===== config.mk =====
export PLATFORM = sky130hd
export DESIGN_NAME = wdp_top
export DESIGN_NICKNAME = d
export VERILOG_FILES = /design/src/pkg/wdp_pkg.sv /design/src/rtl/wdp_top.sv /design/src/rtl/wdp_base_counter.sv
export VERILOG_INCLUDE_DIRS = /design/src /design/src/pkg
export SDC_FILE = /design/constraint.sdc
export NUM_CORES = 1
export LEC_CHECK = 0
export BUFFER_PORTS_ARGS = -buffer_cell sky130_fd_sc_hd__buf_2
export CAP_MARGIN = 20
export CORE_UTILIZATION = 45
export CTS_BUF_LIST = sky130_fd_sc_hd__clkbuf_8 sky130_fd_sc_hd__clkbuf_16
export DETAILED_ROUTE_END_ITERATION = 10
export GPL_ROUTABILITY_DRIVEN = 1
export PLACE_DENSITY = 0.78
export SYNTH_ARGS = -nofsm -noshare
export SYNTH_HDL_FRONTEND = slang
export SYNTH_HIERARCHICAL = 1
export SYNTH_SLANG_ARGS = --single-unit

===== constraint.sdc =====
create_clock -name clock -period 1.6 [get_ports clock]
set_input_delay 0.32 -clock clock [delete_from_list [all_inputs] [get_ports clock]]
set_output_delay 0.32 -clock clock [all_outputs]
set_load 0.02 [all_outputs]

===== src/pkg/wdp_map.svh =====
`ifndef WDP_MAP_SVH
`define WDP_MAP_SVH
// register byte addresses (word aligned)
`define WDP_ADDR_SW_CTRL 8'h00
`define WDP_ADDR_CONFIG 8'h04
`define WDP_ADDR_RST_STAT 8'h08
`define WDP_ADDR_IRQ_STAT 8'h0C
`define WDP_ADDR_IRQ_CLR 8'h10
`define WDP_ADDR_IRQ_EN 8'h14
`define WDP_ADDR_POST_CNT 8'h18
// field positions
`define WDP_SW_RUN_BIT 0
`define WDP_CFG_EN_BIT 0
`define WDP_CFG_PS_LSB 1
`define WDP_CFG_PS_MSB 3
`define WDP_TO_FLAG_BIT 3
`define WDP_EVT_RESET_BIT 0
`define WDP_EVT_WAKE_BIT 1
// reset values
`define WDP_SW_CTRL_RST 1'h0
`define WDP_CFG_RST 8'h0F
`define WDP_TO_FLAG_RST 1'h1
`define WDP_EVT_RST 2'h0
// config byte location in program space
`define WDP_CFG_BYTE_ADDR 24'h300003
// timing: base period in rc oscillator ticks, main clocks per rc tick
`define WDP_BASE_TICKS 16'h0100
`define WDP_RC_DIV 8'h08
`endif


===== src/pkg/wdp_pkg.sv =====
`include "wdp_map.svh"
package wdp_pkg;
  typedef logic [2:0] wdp_ps_sel_t;
  typedef logic [7:0] wdp_byte_t;
  typedef logic [1:0] wdp_evt_t;
  typedef enum logic {WDP_BUS_IDLE, WDP_BUS_ACK} wdp_bus_st_t;
endpackage : wdp_pkg


===== src/rtl/wdp_top.sv =====
`timescale 1ns/1ps
`include "wdp_map.svh"
// Overview of operation
// - three-bit select picks postscale 1:1 to 1:128
// - config enable set: watchdog always runs
// - config enable clear: software bit gates running
// - counts on own rc tick, also asleep
// - time-out while awake requests watchdog reset
// - time-out while asleep wakes, no reset
// - every time-out clears the time-out flag
// - clear or sleep instruction restarts both counts
// - clear zeroes count only, ratio unchanged
// - control bit 0 read/write, bits 7-1 zero
// - config byte: enable bit 0, select bits 3:1
module wdp_top
  import wdp_pkg::*;
#(
  parameter logic [15:0] BASE_TICKS = `WDP_BASE_TICKS,
  parameter logic [7:0] RC_DIV = `WDP_RC_DIV
) (
  input wire logic clock,
  input wire logic rst_n,
  input wire logic [7:0] avs_address,
  input wire logic avs_read,
  input wire logic avs_write,
  input wire logic [31:0] avs_writedata,
  input wire logic [3:0] avs_byteenable,
  output logic [31:0] avs_readdata,
  output logic avs_waitrequest,
  input wire wdp_pkg::wdp_byte_t config_byte_two_high,
  input wire logic watchdog_clear_instruction,
  input wire logic sleep_instruction,
  input wire logic cpu_asleep,
  output logic wd_reset_req,
  output logic wd_wake,
  output logic timeout_status_flag,
  output logic irq
);
  import wdp_pkg::*;

  logic rst_s1_q;
  logic rstn_i;
  logic cfg_loaded_q;
  wdp_byte_t cfg_q;
  logic sw_run_q;
  logic [7:0] rc_div_q;
  logic rc_tick;
  logic run;
  logic clr;
  logic base_roll;
  logic [15:0] base_count;
  logic [6:0] post_q;
  logic timeout;
  logic to_flag_q;
  logic reset_req_q;
  logic wake_q;
  wdp_evt_t evt_stat_q;
  wdp_evt_t evt_en_q;
  wdp_evt_t evt_set;
  wdp_bus_st_t bus_q;
  logic [31:0] rdata_q;
  logic wr_acc;
  logic rd_acc;
  wdp_ps_sel_t ps_sel;
  logic cfg_en;

  // last postscaler count before time-out for a given select code
  function automatic logic [6:0] ps_last(input wdp_ps_sel_t sel);
    ps_last = 7'(({7'h00, 1'b1} << (3'h7 - sel)) - 8'h01);
  endfunction : ps_last

  // reset release through two flops
  always_ff @(posedge clock or negedge rst_n) begin
    if (!rst_n) begin
      rst_s1_q <= 1'b0;
      rstn_i <= 1'b0;
    end else begin
      rst_s1_q <= 1'b1;
      rstn_i <= rst_s1_q;
    end
  end

  // fuse byte is caught once after release; until then it reads unprogrammed
  always_ff @(posedge clock or negedge rstn_i) begin
    if (!rstn_i) begin
      cfg_loaded_q <= 1'b0;
      cfg_q <= `WDP_CFG_RST;
    end else if (!cfg_loaded_q) begin
      cfg_loaded_q <= 1'b1;
      cfg_q <= config_byte_two_high & `WDP_CFG_RST;
    end
  end

  assign cfg_en = cfg_q[`WDP_CFG_EN_BIT];
  assign ps_sel = cfg_q[`WDP_CFG_PS_MSB:`WDP_CFG_PS_LSB];

  // rc oscillator stand-in: runs on the always-on clock, never on the cpu clock
  always_ff @(posedge clock or negedge rstn_i) begin
    if (!rstn_i) begin
      rc_div_q <= 8'h00;
    end else if (rc_tick) begin
      rc_div_q <= 8'h00;
    end else begin
      rc_div_q <= rc_div_q + 8'h01;
    end
  end
  assign rc_tick = (rc_div_q == RC_DIV - 8'h01);

  assign run = cfg_en || sw_run_q;
  assign clr = watchdog_clear_instruction || sleep_instruction;

  wdp_base_counter #(
    .BASE_TICKS(BASE_TICKS)
  ) u_base (
    .clock(clock),
    .rstn_i(rstn_i),
    .rc_tick(rc_tick),
    .run(run),
    .clr(clr),
    .count_q(base_count),
    .roll(base_roll)
  );

  assign timeout = base_roll && (post_q == ps_last(ps_sel));

  // postscaler: clear touches only the count, never cfg_q
  always_ff @(posedge clock or negedge rstn_i) begin
    if (!rstn_i) begin
      post_q <= 7'h00;
    end else if (clr || timeout) begin
      post_q <= 7'h00;
    end else if (base_roll) begin
      post_q <= post_q + 7'h01;
    end
  end

  // reset or wake decision, registered one-cycle pulses
  always_ff @(posedge clock or negedge rstn_i) begin
    if (!rstn_i) begin
      reset_req_q <= 1'b0;
      wake_q <= 1'b0;
    end else begin
      reset_req_q <= timeout && !cpu_asleep;
      wake_q <= timeout && cpu_asleep;
    end
  end
  assign wd_reset_req = reset_req_q;
  assign wd_wake = wake_q;

  // time-out flag: set by clear/sleep instruction, cleared by a time-out
  always_ff @(posedge clock or negedge rstn_i) begin
    if (!rstn_i) begin
      to_flag_q <= `WDP_TO_FLAG_RST;
    end else if (clr) begin
      to_flag_q <= 1'b1;
    end else if (timeout) begin
      to_flag_q <= 1'b0;
    end
  end
  assign timeout_status_flag = to_flag_q;

  // bus: one wait state, answer at the second edge of a request
  assign wr_acc = avs_write && bus_q == WDP_BUS_ACK;
  assign rd_acc = avs_read && bus_q == WDP_BUS_ACK;
  assign avs_waitrequest = (avs_read || avs_write) && bus_q == WDP_BUS_IDLE;

  always_ff @(posedge clock or negedge rstn_i) begin
    if (!rstn_i) begin
      bus_q <= WDP_BUS_IDLE;
    end else begin
      unique case (bus_q)
        WDP_BUS_IDLE: begin
          if (avs_read || avs_write) begin
            bus_q <= WDP_BUS_ACK;
          end
        end
        WDP_BUS_ACK: begin
          bus_q <= WDP_BUS_IDLE;
        end
      endcase
    end
  end

  // software run bit has no effect on running while cfg_en is set
  always_ff @(posedge clock or negedge rstn_i) begin
    if (!rstn_i) begin
      sw_run_q <= `WDP_SW_CTRL_RST;
    end else if (wr_acc && avs_byteenable[0] && avs_address == `WDP_ADDR_SW_CTRL) begin
      sw_run_q <= avs_writedata[`WDP_SW_RUN_BIT];
    end
  end

  always_ff @(posedge clock or negedge rstn_i) begin
    if (!rstn_i) begin
      evt_en_q <= `WDP_EVT_RST;
    end else if (wr_acc && avs_byteenable[0] && avs_address == `WDP_ADDR_IRQ_EN) begin
      evt_en_q <= avs_writedata[1:0];
    end
  end

  assign evt_set = {wake_q, reset_req_q};

  // sticky events; a new event wins over a clear in the same cycle
  always_ff @(posedge clock or negedge rstn_i) begin
    if (!rstn_i) begin
      evt_stat_q <= `WDP_EVT_RST;
    end else if (wr_acc && avs_byteenable[0] && avs_address == `WDP_ADDR_IRQ_CLR) begin
      evt_stat_q <= (evt_stat_q & ~avs_writedata[1:0]) | evt_set;
    end else begin
      evt_stat_q <= evt_stat_q | evt_set;
    end
  end
  assign irq = |(evt_stat_q & evt_en_q);

  always_ff @(posedge clock or negedge rstn_i) begin
    if (!rstn_i) begin
      rdata_q <= 32'h0000_0000;
    end else if (avs_read && bus_q == WDP_BUS_IDLE) begin
      unique case (avs_address)
        `WDP_ADDR_SW_CTRL: rdata_q <= {31'h0000_0000, sw_run_q};
        `WDP_ADDR_CONFIG: rdata_q <= {24'h00_0000, cfg_q};
        `WDP_ADDR_RST_STAT: rdata_q <= {28'h000_0000, to_flag_q, 3'h0};
        `WDP_ADDR_IRQ_STAT: rdata_q <= {30'h0000_0000, evt_stat_q};
        `WDP_ADDR_IRQ_EN: rdata_q <= {30'h0000_0000, evt_en_q};
        `WDP_ADDR_POST_CNT: rdata_q <= {25'h000_0000, post_q};
        default: rdata_q <= 32'h0000_0000;
      endcase
    end
  end
  assign avs_readdata = rdata_q;
endmodule : wdp_top


===== src/rtl/wdp_base_counter.sv =====
`timescale 1ns/1ps
`include "wdp_map.svh"
module wdp_base_counter #(
  parameter logic [15:0] BASE_TICKS = `WDP_BASE_TICKS
) (
  input wire logic clock,
  input wire logic rstn_i,
  input wire logic rc_tick,
  input wire logic run,
  input wire logic clr,
  output logic [15:0] count_q,
  output logic roll
);
  // roll is suppressed by a clear so a clear always wins over a time-out
  assign roll = rc_tick && run && !clr && (count_q == BASE_TICKS - 16'h0001);

  always_ff @(posedge clock or negedge rstn_i) begin
    if (!rstn_i) begin
      count_q <= 16'h0000;
    end else if (clr || roll) begin
      count_q <= 16'h0000;
    end else if (rc_tick && run) begin
      count_q <= count_q + 16'h0001;
    end
  end
endmodule : wdp_base_counter


==> results of run 1 <==
==> worst register-to-register path, delay by kind of cell (launching register included) <==
family,cells,cell delay [ns]
buffers and inverters,1,0.17
AND/OR/NAND/NOR,5,1.56
flip-flops,1,0.39
AO/OA/AOI/OAI,1,0.11
==> repair_timing <==
item	in CTS	in global routing
resized for setup	26	11
hold endpoints to repair	2	0
hold buffers	1	0
cloned	1	0
buffers inserted	5	4
setup endpoints to repair	27	30
pin swaps	18	13
==> synth_stat cells, types with 2 or more instances <==
library cell / n / share of area (%)
nor2b_1: 3 / 0.64
or3_1: 4 / 0.85
nor2_1: 32 / 4.1
mux2_2: 8 / 3.1
and3_1: 3 / 0.64
clkbuf_1: 7 / 0.90
a22o_1: 4 / 1.2
mux2i_1: 3 / 1.0
a21oi_1: 5 / 0.85
xor2_1: 8 / 2.4
nor4_1: 9 / 1.9
o21ai_0: 7 / 1.2
a21o_1: 3 / 0.77
a31oi_1: 3 / 0.64
conb_1: 2 / 0.26
nand3_1: 11 / 1.9
dfrtp_1: 49 / 42
a211oi_1: 7 / 1.8
inv_1: 4 / 0.51
nand2_1: 18 / 2.3
nand4_1: 7 / 1.5
nand3b_1: 3 / 0.77
ha_1: 4 / 1.7
nand2b_1: 4 / 0.85
xnor2_1: 21 / 6.3
o21a_1: 4 / 1.0
dfstp_2: 5 / 4.5
nor3_1: 7 / 1.2
or4_4: 2 / 0.77
buf_4: 25 / 6.4
buf_2: 3 / 0.51
a32oi_1: 2 / 0.60
==> report_power, final <==
part / internal [mW] / switching (mW)
sequential: 1.39 / 0.0154
clock: 0.299 / 0.443
combinational: 0.139 / 0.221
total: 1.83 / 0.680
==> through the flow <==
step	area, sq um	power [mW]	util (%)	hold slack [ns]
4_1_cts	3830	2.51	60.7	0.235
2_1_floorplan	3110	1.70	-	0.0244
6_report	3900	2.51	61.8	0.241
3_5_place_dp	3570	1.77	56.5	0.110
3_3_place_gp	3570	1.76	56.5	0.107
5_1_grt	3900	2.63	61.8	0.232
==> kinds of logic after synthesis <==
group	count (synthesis)	synth area share, %
and+or+nand+nor	112	20.3
other	2	0.256
AOI/OAI and AO/OA	42	10.2
buffers and inverters	40	8.45
DFF	54	46.3
xor gates and xnor gates	29	8.66
adders and majority gates	4	1.71
muxes	11	4.10
==> flip-flops by register name, indices dropped and copies added, names as in the netlist <==
signal               flops
rc_div_q                 8
u_base/count_q          16
bus_q                    1
cfg_q                    4
rstn_i                   1
timeout_status_flag      1
wd_wake                  1
post_q                   7
wd_reset_req             1
rst_s1_q                 1
cfg_loaded_q             1
evt_stat_q               2
sw_run_q                 1
evt_en_q                 2
avs_readdata             7
==> metal layers <==
layer	global-route usage, %	wire (um)
met5	0	0
met4	7.76	142
met3	3.96	259
met2	38.6	3440
met1	24.7	2690
==> final cells by class <==
| cell class | instances | share of cell area, % |
|---|---|---|
| well taps | 77 | 2.47 |
| inverters | 5 | 0.481 |
| clock inverters | 3 | 0.385 |
| repair buffers | 96 | 17.6 |
| clock buffers | 5 | 1.76 |
| flip-flops and latches | 54 | 34.8 |
| multi-input cells | 226 | 42.5 |
==> worst paths after layout <==
path | end | cells past startpoint | slack, ns | startpoint
min in group clock | cfg_q[1] | 2 | 0.24 | config_byte_two_high[1]
min reg2reg | u_base/count_q[10] | 1 | 0.24 | rstn_i
max reg2reg | u_base/count_q[15] | 7 | -0.70 | rc_div_q[5]
max in group asynchronous | cfg_q[3] | 1 | 1.07 | rstn_i
min | u_base/count_q[10] | 1 | 0.24 | rstn_i
max | u_base/count_q[15] | 7 | -0.70 | rc_div_q[5]
==> flow_metrics.py, run 1 <==
metrics = {
    "status": {
        "run_status": "complete, but fails checks",
        "failed_checks": "negative setup slack",
    },
    "cts": {
        "clockBufferDepth": 2,
        "clk_pin_slew_ns": 0.11,
        "root_buffer": "clkbuf_8",
        "cts_tree": "yes",
        "clk-insertion-delay-late_ns": 0.31,
        "cts_made_buffers": 5,
        "htree_num_levels": 2,
        "cts.sinks": 54,
    },
    "layout": {
        "final_nets": 451,
        "seq_area_sq_um": 1360,
        "area_growth_pct": 33.0,
        "fillCellCount": 514,
        "multi_input_area_sq_um": 1660,
        "n_antenna_cell": 0,
        "layout_common_cells": "buf_4 (54), dfrtp_1 (48), buf_2 (32)",
        "stdcell_count": 466,
        "mostFrequentLayoutCell": "buf_4",
        "drive_above_1_share_pct": 37.5,
    },
    "synthesis": {
        "ys_seq_area_share_pct": 46.3,
        "synth_area_per_cell_sq_um": 9.98,
        "synth_warnings": 6,
        "synth_area_sq_um": 2930,
        "ys_async_sr_fraction_pct": 100,
        "ys.flop_type": "dfrtp_1",
        "synthCells": 294,
        "synth_edf_count": 0,
        "synth_seq_cells": 54,
        "synth_cell_types": 49,
    },
    "timing": {
        "hold_viol": 0,
        "max_freq_mhz": 435,
        "slew_viol_final": 0,
        "finalSetupViolCount": 26,
        "post-route-min-period_ns": 2.30,
        "tns_ns": -12.25,
        "finalCritPeriodShare_pct": 144,
        "layout_setup_ws_ns": -0.697,
        "finClkSkew_ns": 0.0160,
        "rsz0062_at_grt": "yes",
    },
    "setup_path": {
        "end_kind": "register",
        "cp_common_cell": "or3_4",
        "worstPathMaxFanout": 2,
        "crit_arrival_ns": 2.53,
        "crit_family": "simple AND/OR/NAND/NOR gates",
        "crit_path_start_kind": "register",
        "cpPeakStageDelay_ns": 0.46,
        "worstSetupPathType": "reg2reg",
        "critical_path_required_ns": 1.83,
        "worst_path_max_delay_cell": "or4_4",
        "worst-path-buf-inv": 1,
        "crit_chain": "or3_4 > nor4_4 > buf_4 > nand4_1 > or4_4 > or3_4 > a21oi_2",
    },
    "global_route": {
        "grt-ovfl-total": 0,
        "first_global_vias": 2359,
        "grt_pass1_wl_mm": 10.9,
        "grt_max_degree": 53,
        "track_usage_pct": 21.2,
        "antenna_found_initial": 0,
    },
    "placed_design": {
        "io_buffers": 33,
        "dp_cells": 451,
        "hpwl_mm": 4.53,
        "place.gp.congestion": 0.835,
        "place_worst_setup_slack_ns": -0.764,
    },
    "routing": {
        "drt-wirelength-per-cell_um": 14.0,
        "viasPerCell": 5.18,
        "firstDrtPassIters": 4,
        "ant_nets": 0,
        "first_iter_violations": 116,
        "wirelength_mm": 6.54,
        "drc_errors": 0,
        "vias": 2414,
    },
    "floorplanning": {
        "die_area_sq_um": 6840,
        "row_count": 29,
        "die_h_um": 82.7,
        "die_x_um": 82.7,
        "io_pins": 96,
        "initial_core_util_pct": 46.5,
        "core_area_sq_um": 6310,
    },
    "hold_path": {
        "hold_path_class": "reg2async",
    },
    "power_and_ir_drop": {
        "p_per_area_nw_per_um2": 643,
        "ir_drop_uv": 588,
        "p_leak_nw": 1.87,
    },
    "job": {
        "max-cap-violations": 0,
    },
}
(Power assumes the default switching activity.)
==> run 2, diff against run 1 <==
--- a/config.mk
+++ b/config.mk
@@ -12,6 +12,8 @@
 export CTS_BUF_LIST = sky130_fd_sc_hd__clkbuf_8 sky130_fd_sc_hd__clkbuf_16
 export DETAILED_ROUTE_END_ITERATION = 10
 export GPL_ROUTABILITY_DRIVEN = 1
+export GPL_TIMING_DRIVEN = 0
+export HOLD_SLACK_MARGIN = 0.03
 export PLACE_DENSITY = 0.78
 export SYNTH_ARGS = -nofsm -noshare
 export SYNTH_HDL_FRONTEND = slang
==> flow_metrics.py, run 2 (synthesized netlist as in run 1, its figures left out) <==
metrics = {
    "routing": {
        "drt-wirelength-per-cell_um": 14.7,
        "firstDrtPassIters": 4,
        "ant_nets": 0,
        "vias": 2460,
        "first_iter_violations": 162,
        "viasPerCell": 5.36,
        "wirelength_mm": 6.76,
        "drc_errors": 0,
    },
    "placed_design": {
        "io_buffers": 32,
        "place.gp.congestion": 0.824,
        "hpwl_mm": 3.90,
        "dp_cells": 428,
    },
    "cts": {
        "cts.sinks": 54,
        "clk-insertion-delay-late_ns": 0.31,
        "root_buffer": "clkbuf_8",
        "clockBufferDepth": 2,
        "cts_tree": "yes",
        "clk_pin_slew_ns": 0.09,
        "htree_num_levels": 2,
        "cts_made_buffers": 5,
    },
    "layout": {
        "drive_above_1_share_pct": 38.5,
        "stdcell_count": 459,
        "n_antenna_cell": 0,
        "utilization_pct": 62.5,
        "area_growth_pct": 34.5,
        "fillCellCount": 482,
        "max_flop_register": "u_base/count_q",
        "mostFrequentLayoutCell": "dfrtp_1",
        "final_nets": 444,
        "top_regs": "u_base/count_q: 16 flops, rc_div_q: 8 flops",
        "layout_common_cells": "dfrtp_1 (48), buf_4 (38), buf_2 (33)",
        "largest_reg_flops": 16,
    },
    "global_route": {
        "grt_pass1_wl_mm": 9.89,
        "grt_max_degree": 53,
        "grt-ovfl-total": 0,
        "track_usage_pct": 19.0,
        "first_global_vias": 2184,
        "antenna_found_initial": 0,
    },
    "status": {
        "run_status": "complete, but fails checks",
        "failed_checks": "negative setup slack",
    },
    "setup_path": {
        "end_kind": "register",
        "crit_path_start_kind": "register",
        "crit_arrival_ns": 2.73,
        "worstSetupPathType": "reg2reg",
        "worstPathMaxFanout": 3,
        "critical_path_required_ns": 1.84,
    },
    "floorplanning": {
        "die_h_um": 82.7,
        "die_area_sq_um": 6840,
        "die_x_um": 82.7,
        "row_count": 29,
        "initial_core_util_pct": 46.5,
        "core_area_sq_um": 6310,
        "io_pins": 96,
    },
    "timing": {
        "slew-limit-headroom_pct": 61.8,
        "layout_setup_ws_ns": -0.897,
        "hold_viol": 0,
        "tns_ns": -19.26,
        "finClkSkew_ns": 0.0129,
        "rsz0062_at_grt": "yes",
        "max_freq_mhz": 401,
        "tightest_slew_ns": 0.572,
        "finalSetupViolCount": 30,
        "finalCritPeriodShare_pct": 156,
        "post-route-min-period_ns": 2.50,
        "slew_viol_final": 0,
    },
    "hold_path": {
        "hold_path_class": "reg2async",
    },
    "power_and_ir_drop": {
        "p_leak_nw": 1.86,
        "p_total_mw": 2.59,
        "ir_drop_uv": 304,
        "p_per_area_nw_per_um2": 657,
    },
    "job": {
        "max-cap-violations": 0,
    },
}
-- run 2: cell count changes in the layout (fill, tap and decap cells not counted), moves of 2 or more --
cell	previous run	this run
buf_8	0	2
buf_4	54	38
buf_6	8	11
clkbuf_8	5	8
nor2_1	31	29
a211oi_2	1	4
a211oi_1	6	3
-- run 2: stage by stage --
stage                     setup WS, ns  hold WS, ns  cell area (sq um)
final                           -0.897        0.169               3940
after global routing            -0.972        0.202               3940
after CTS                       -0.832        0.238               3750
after detailed placement         -1.21        0.109               3370
after global placement           -1.19        0.105               3370
after floorplan                 -0.861       0.0244               3110
-- run 2: critical path, cell delays in order (launching register included) --
cell and delay, ns:
dfrtp_1 0.41, or3_4 0.40, nor4_4 0.28, buf_4 0.18, buf_6 0.09, nand4_1 0.13, or4_4 0.46, or3_1 0.33
a21oi_1 0.15
-- run 2: area by class of cell --
type,instances,area (sq um),area share [%]
inverters,5,18.8,0.476
well taps,77,96.3,2.44
plain buffers,31,244,6.19
clock buffers,6,82.6,2.09
repair buffers,58,422,10.7
multi-input cells,226,1710,43.4
flip-flops and latches,54,1360,34.5
clock inverters,2,8.76,0.222
-- run 2: per-layer routing --
metal  vias up  GRT usage [%]  share of wire [%]
met3        13           4.62                5.9
met5         -              0                  0
li1       1158              -                  -
met4         0           6.38                1.7
met2        89           34.3                 52
met1      1200           21.6                 40
-- run 2: worst paths after layout --
check	startpoint	endpoint	slack (ns)	cells after the start
min in group clock	config_byte_two_high[3]	cfg_q[3]	0.24	2
min reg2reg	rstn_i	evt_stat_q[1]	0.17	0
min	rstn_i	evt_stat_q[1]	0.17	0
max	rc_div_q[5]	u_base/count_q[15]	-0.90	8
max in group asynchronous	rstn_i	cfg_q[0]	0.87	1
max reg2reg	rc_div_q[5]	u_base/count_q[15]	-0.90	8
-- run 2: timing repair --
action	CTS	global route
hold buffers	1	0
resized for setup	32	32
pin swaps	12	26
setup endpoints to repair	27	33
buffers inserted	17	11
endpoints found under the hold margin	2	0
gates cloned	1	0
-- run 2: report_power, final --
group | switching (mW) | internal, mW
sequential | 0.0269 | 1.39
clock | 0.437 | 0.344
combinational | 0.221 | 0.171
total | 0.685 | 1.91
==> run 3, diff against run 2 <==
--- a/config.mk
+++ b/config.mk
@@ -14,7 +14,8 @@
 export GPL_ROUTABILITY_DRIVEN = 1
 export GPL_TIMING_DRIVEN = 0
 export HOLD_SLACK_MARGIN = 0.03
-export PLACE_DENSITY = 0.78
+export PLACE_DENSITY = 0.82
+export RECOVER_POWER = 50
 export SYNTH_ARGS = -nofsm -noshare
 export SYNTH_HDL_FRONTEND = slang
 export SYNTH_HIERARCHICAL = 1
==> constraint.sdc (replaced) <==
create_clock -name clock -period 1.6 [get_ports clock]
set_input_delay 0.32 -clock clock [delete_from_list [all_inputs] [get_ports clock]]
set_output_delay 0.32 -clock clock [all_outputs]
set_load 0.1 [all_outputs]
==> flow_metrics.py, run 3 (synthesized netlist as in run 1, its figures left out) <==
metrics = {
    "timing": {
        "slew-limit-headroom_pct": 42.2,
        "tns_ns": -16.90,
        "layout_setup_ws_ns": -0.945,
        "finClkSkew_ns": 0.0139,
        "post-route-min-period_ns": 2.54,
        "finalSetupViolCount": 26,
        "hold_viol": 0,
        "slew_viol_final": 0,
        "tightest_slew_ns": 0.867,
        "rsz0062_at_grt": "yes",
        "max_freq_mhz": 393,
        "finalCritPeriodShare_pct": 159,
    },
    "job": {
        "max-cap-violations": 0,
    },
    "power_and_ir_drop": {
        "p_clk_share_pct": 28.9,
        "p_sw_mw": 0.931,
        "p_seq_share_pct": 49.8,
        "p_per_area_nw_per_um2": 737,
        "ir_drop_uv": 452,
        "swShare_pct": 32.7,
        "internal_power_mw": 1.92,
        "combPwrFrac_pct": 21.3,
        "p_leak_nw": 1.85,
    },
    "placed_design": {
        "io_buffers": 32,
        "dp_cells": 428,
        "placed_area_sq_um": 3370,
        "hpwl_mm": 3.98,
        "place.gp.congestion": 0.864,
        "place_worst_setup_slack_ns": -1.24,
    },
    "layout": {
        "largest_reg_flops": 16,
        "top_regs": "u_base/count_q: 16 flops, rc_div_q: 8 flops",
        "stdcell_count": 455,
        "seq_area_sq_um": 1360,
        "layout_common_cells": "dfrtp_1 (49), buf_4 (44), nor2_1 (31)",
        "area_growth_pct": 31.8,
        "drive_above_1_share_pct": 36.0,
        "max_flop_register": "u_base/count_q",
        "final_nets": 440,
        "multi_input_area_sq_um": 1700,
        "utilization_pct": 61.2,
        "fillCellCount": 506,
        "n_antenna_cell": 0,
        "mostFrequentLayoutCell": "dfrtp_1",
        "final_cell_area_sq_um": 3870,
    },
    "setup_path": {
        "crit_arrival_ns": 2.80,
        "critical_path_required_ns": 1.85,
        "worstSetupPathType": "reg2reg",
        "worstReg2RegStart": "rc_div_q[5]",
        "crit_path_start_kind": "register",
        "r2r_slack_ns": -0.94,
        "cp-startpoint": "rc_div_q[5]",
        "end_kind": "register",
        "worstPathMaxFanout": 3,
    },
    "cts": {
        "cts_tree": "yes",
        "clk_pin_slew_ns": 0.10,
        "root_buffer": "clkbuf_8",
        "cts_made_buffers": 5,
        "clk-insertion-delay-late_ns": 0.31,
        "clockBufferDepth": 2,
        "htree_num_levels": 2,
        "cts.sinks": 54,
    },
    "floorplanning": {
        "die_h_um": 82.7,
        "initial_core_util_pct": 46.5,
        "die_x_um": 82.7,
        "die_area_sq_um": 6840,
        "row_count": 29,
        "io_pins": 96,
        "core_area_sq_um": 6310,
    },
    "routing": {
        "firstDrtPassIters": 4,
        "first_iter_violations": 123,
        "wirelength_mm": 6.58,
        "viasPerCell": 5.24,
        "drc_errors": 0,
        "vias": 2384,
        "drt-wirelength-per-cell_um": 14.5,
        "ant_nets": 0,
    },
    "global_route": {
        "grt_max_degree": 53,
        "antenna_found_initial": 0,
        "track_usage_pct": 21.3,
        "grt_pass1_wl_mm": 10.8,
        "first_global_vias": 2365,
        "grt-ovfl-total": 0,
    },
    "status": {
        "run_status": "complete, but fails checks",
        "failed_checks": "negative setup slack",
    },
    "hold_path": {
        "hold_start": "config_byte_two_high[2]",
        "hold_path_class": "in2reg",
    },
}
## run 3: critical path, stage by stage (launching register included)
cell and delay (ns):
dfrtp_1 0.40, or3_4 0.40, nor4_4 0.20, buf_4 0.18, buf_4 0.11, buf_4 0.10, nand4_1 0.13, or4_4 0.47
or3_4 0.39, a21oi_2 0.12
## run 3: power by group through the flow
stage | clock network (mW) | registers [mW] | logic (mW)
global placement | 0 | 1.46 | 0.534
detailed placement | 0 | 1.46 | 0.540
finish | 0.822 | 1.42 | 0.607
floorplan | 0 | 1.45 | 0.473
CTS | 0.850 | 1.44 | 0.580
global route | 0.898 | 1.43 | 0.650
## run 3: path summary, 6_finish.rpt
check | endpoint | cells after the start
min reg2reg | wd_reset_req | 0
max reg2reg | u_base/count_q[15] | 9
min | cfg_q[2] | 2
min in group asynchronous | rst_s1_q | 2
max in group asynchronous | timeout_status_flag | 1
max | u_base/count_q[15] | 9
## run 3: layout make-up
class	instances	share of cell area, %
repair buffers	53	8.90
multi-input cells	226	43.9
clock inverters	2	0.421
well taps	77	2.49
plain buffers	32	6.57
clock buffers	6	2.14
flip-flops and latches	54	35.1
inverters	5	0.485
## run 3: what timing repair did
item	CTS	global route
setup buffers	20	7
hold endpoints to repair	2	0
gates cloned	2	0
gates resized for setup	41	10
setup endpoints to repair	30	33
pin swaps	16	16
hold buffers	1	0
## run 3: per-stage QoR
stage,hold WS (ns),power [mW]
3_3_place_gp,0.106,1.99
3_5_place_dp,0.111,2.00
5_1_grt,0.228,2.97
4_1_cts,0.231,2.87
6_report,0.242,2.85
2_1_floorplan,0.0244,1.93
## run 3: per-layer routing
layer / global-route usage (%) / vias to the layer above / share of wire [%]
li1: - / 1152 / -
met1: 23.6 / 1144 / 39
met2: 38.9 / 69 / 53
met3: 4.40 / 19 / 4.8
met4: 9.31 / 0 / 2.9
met5: 0 / - / 0
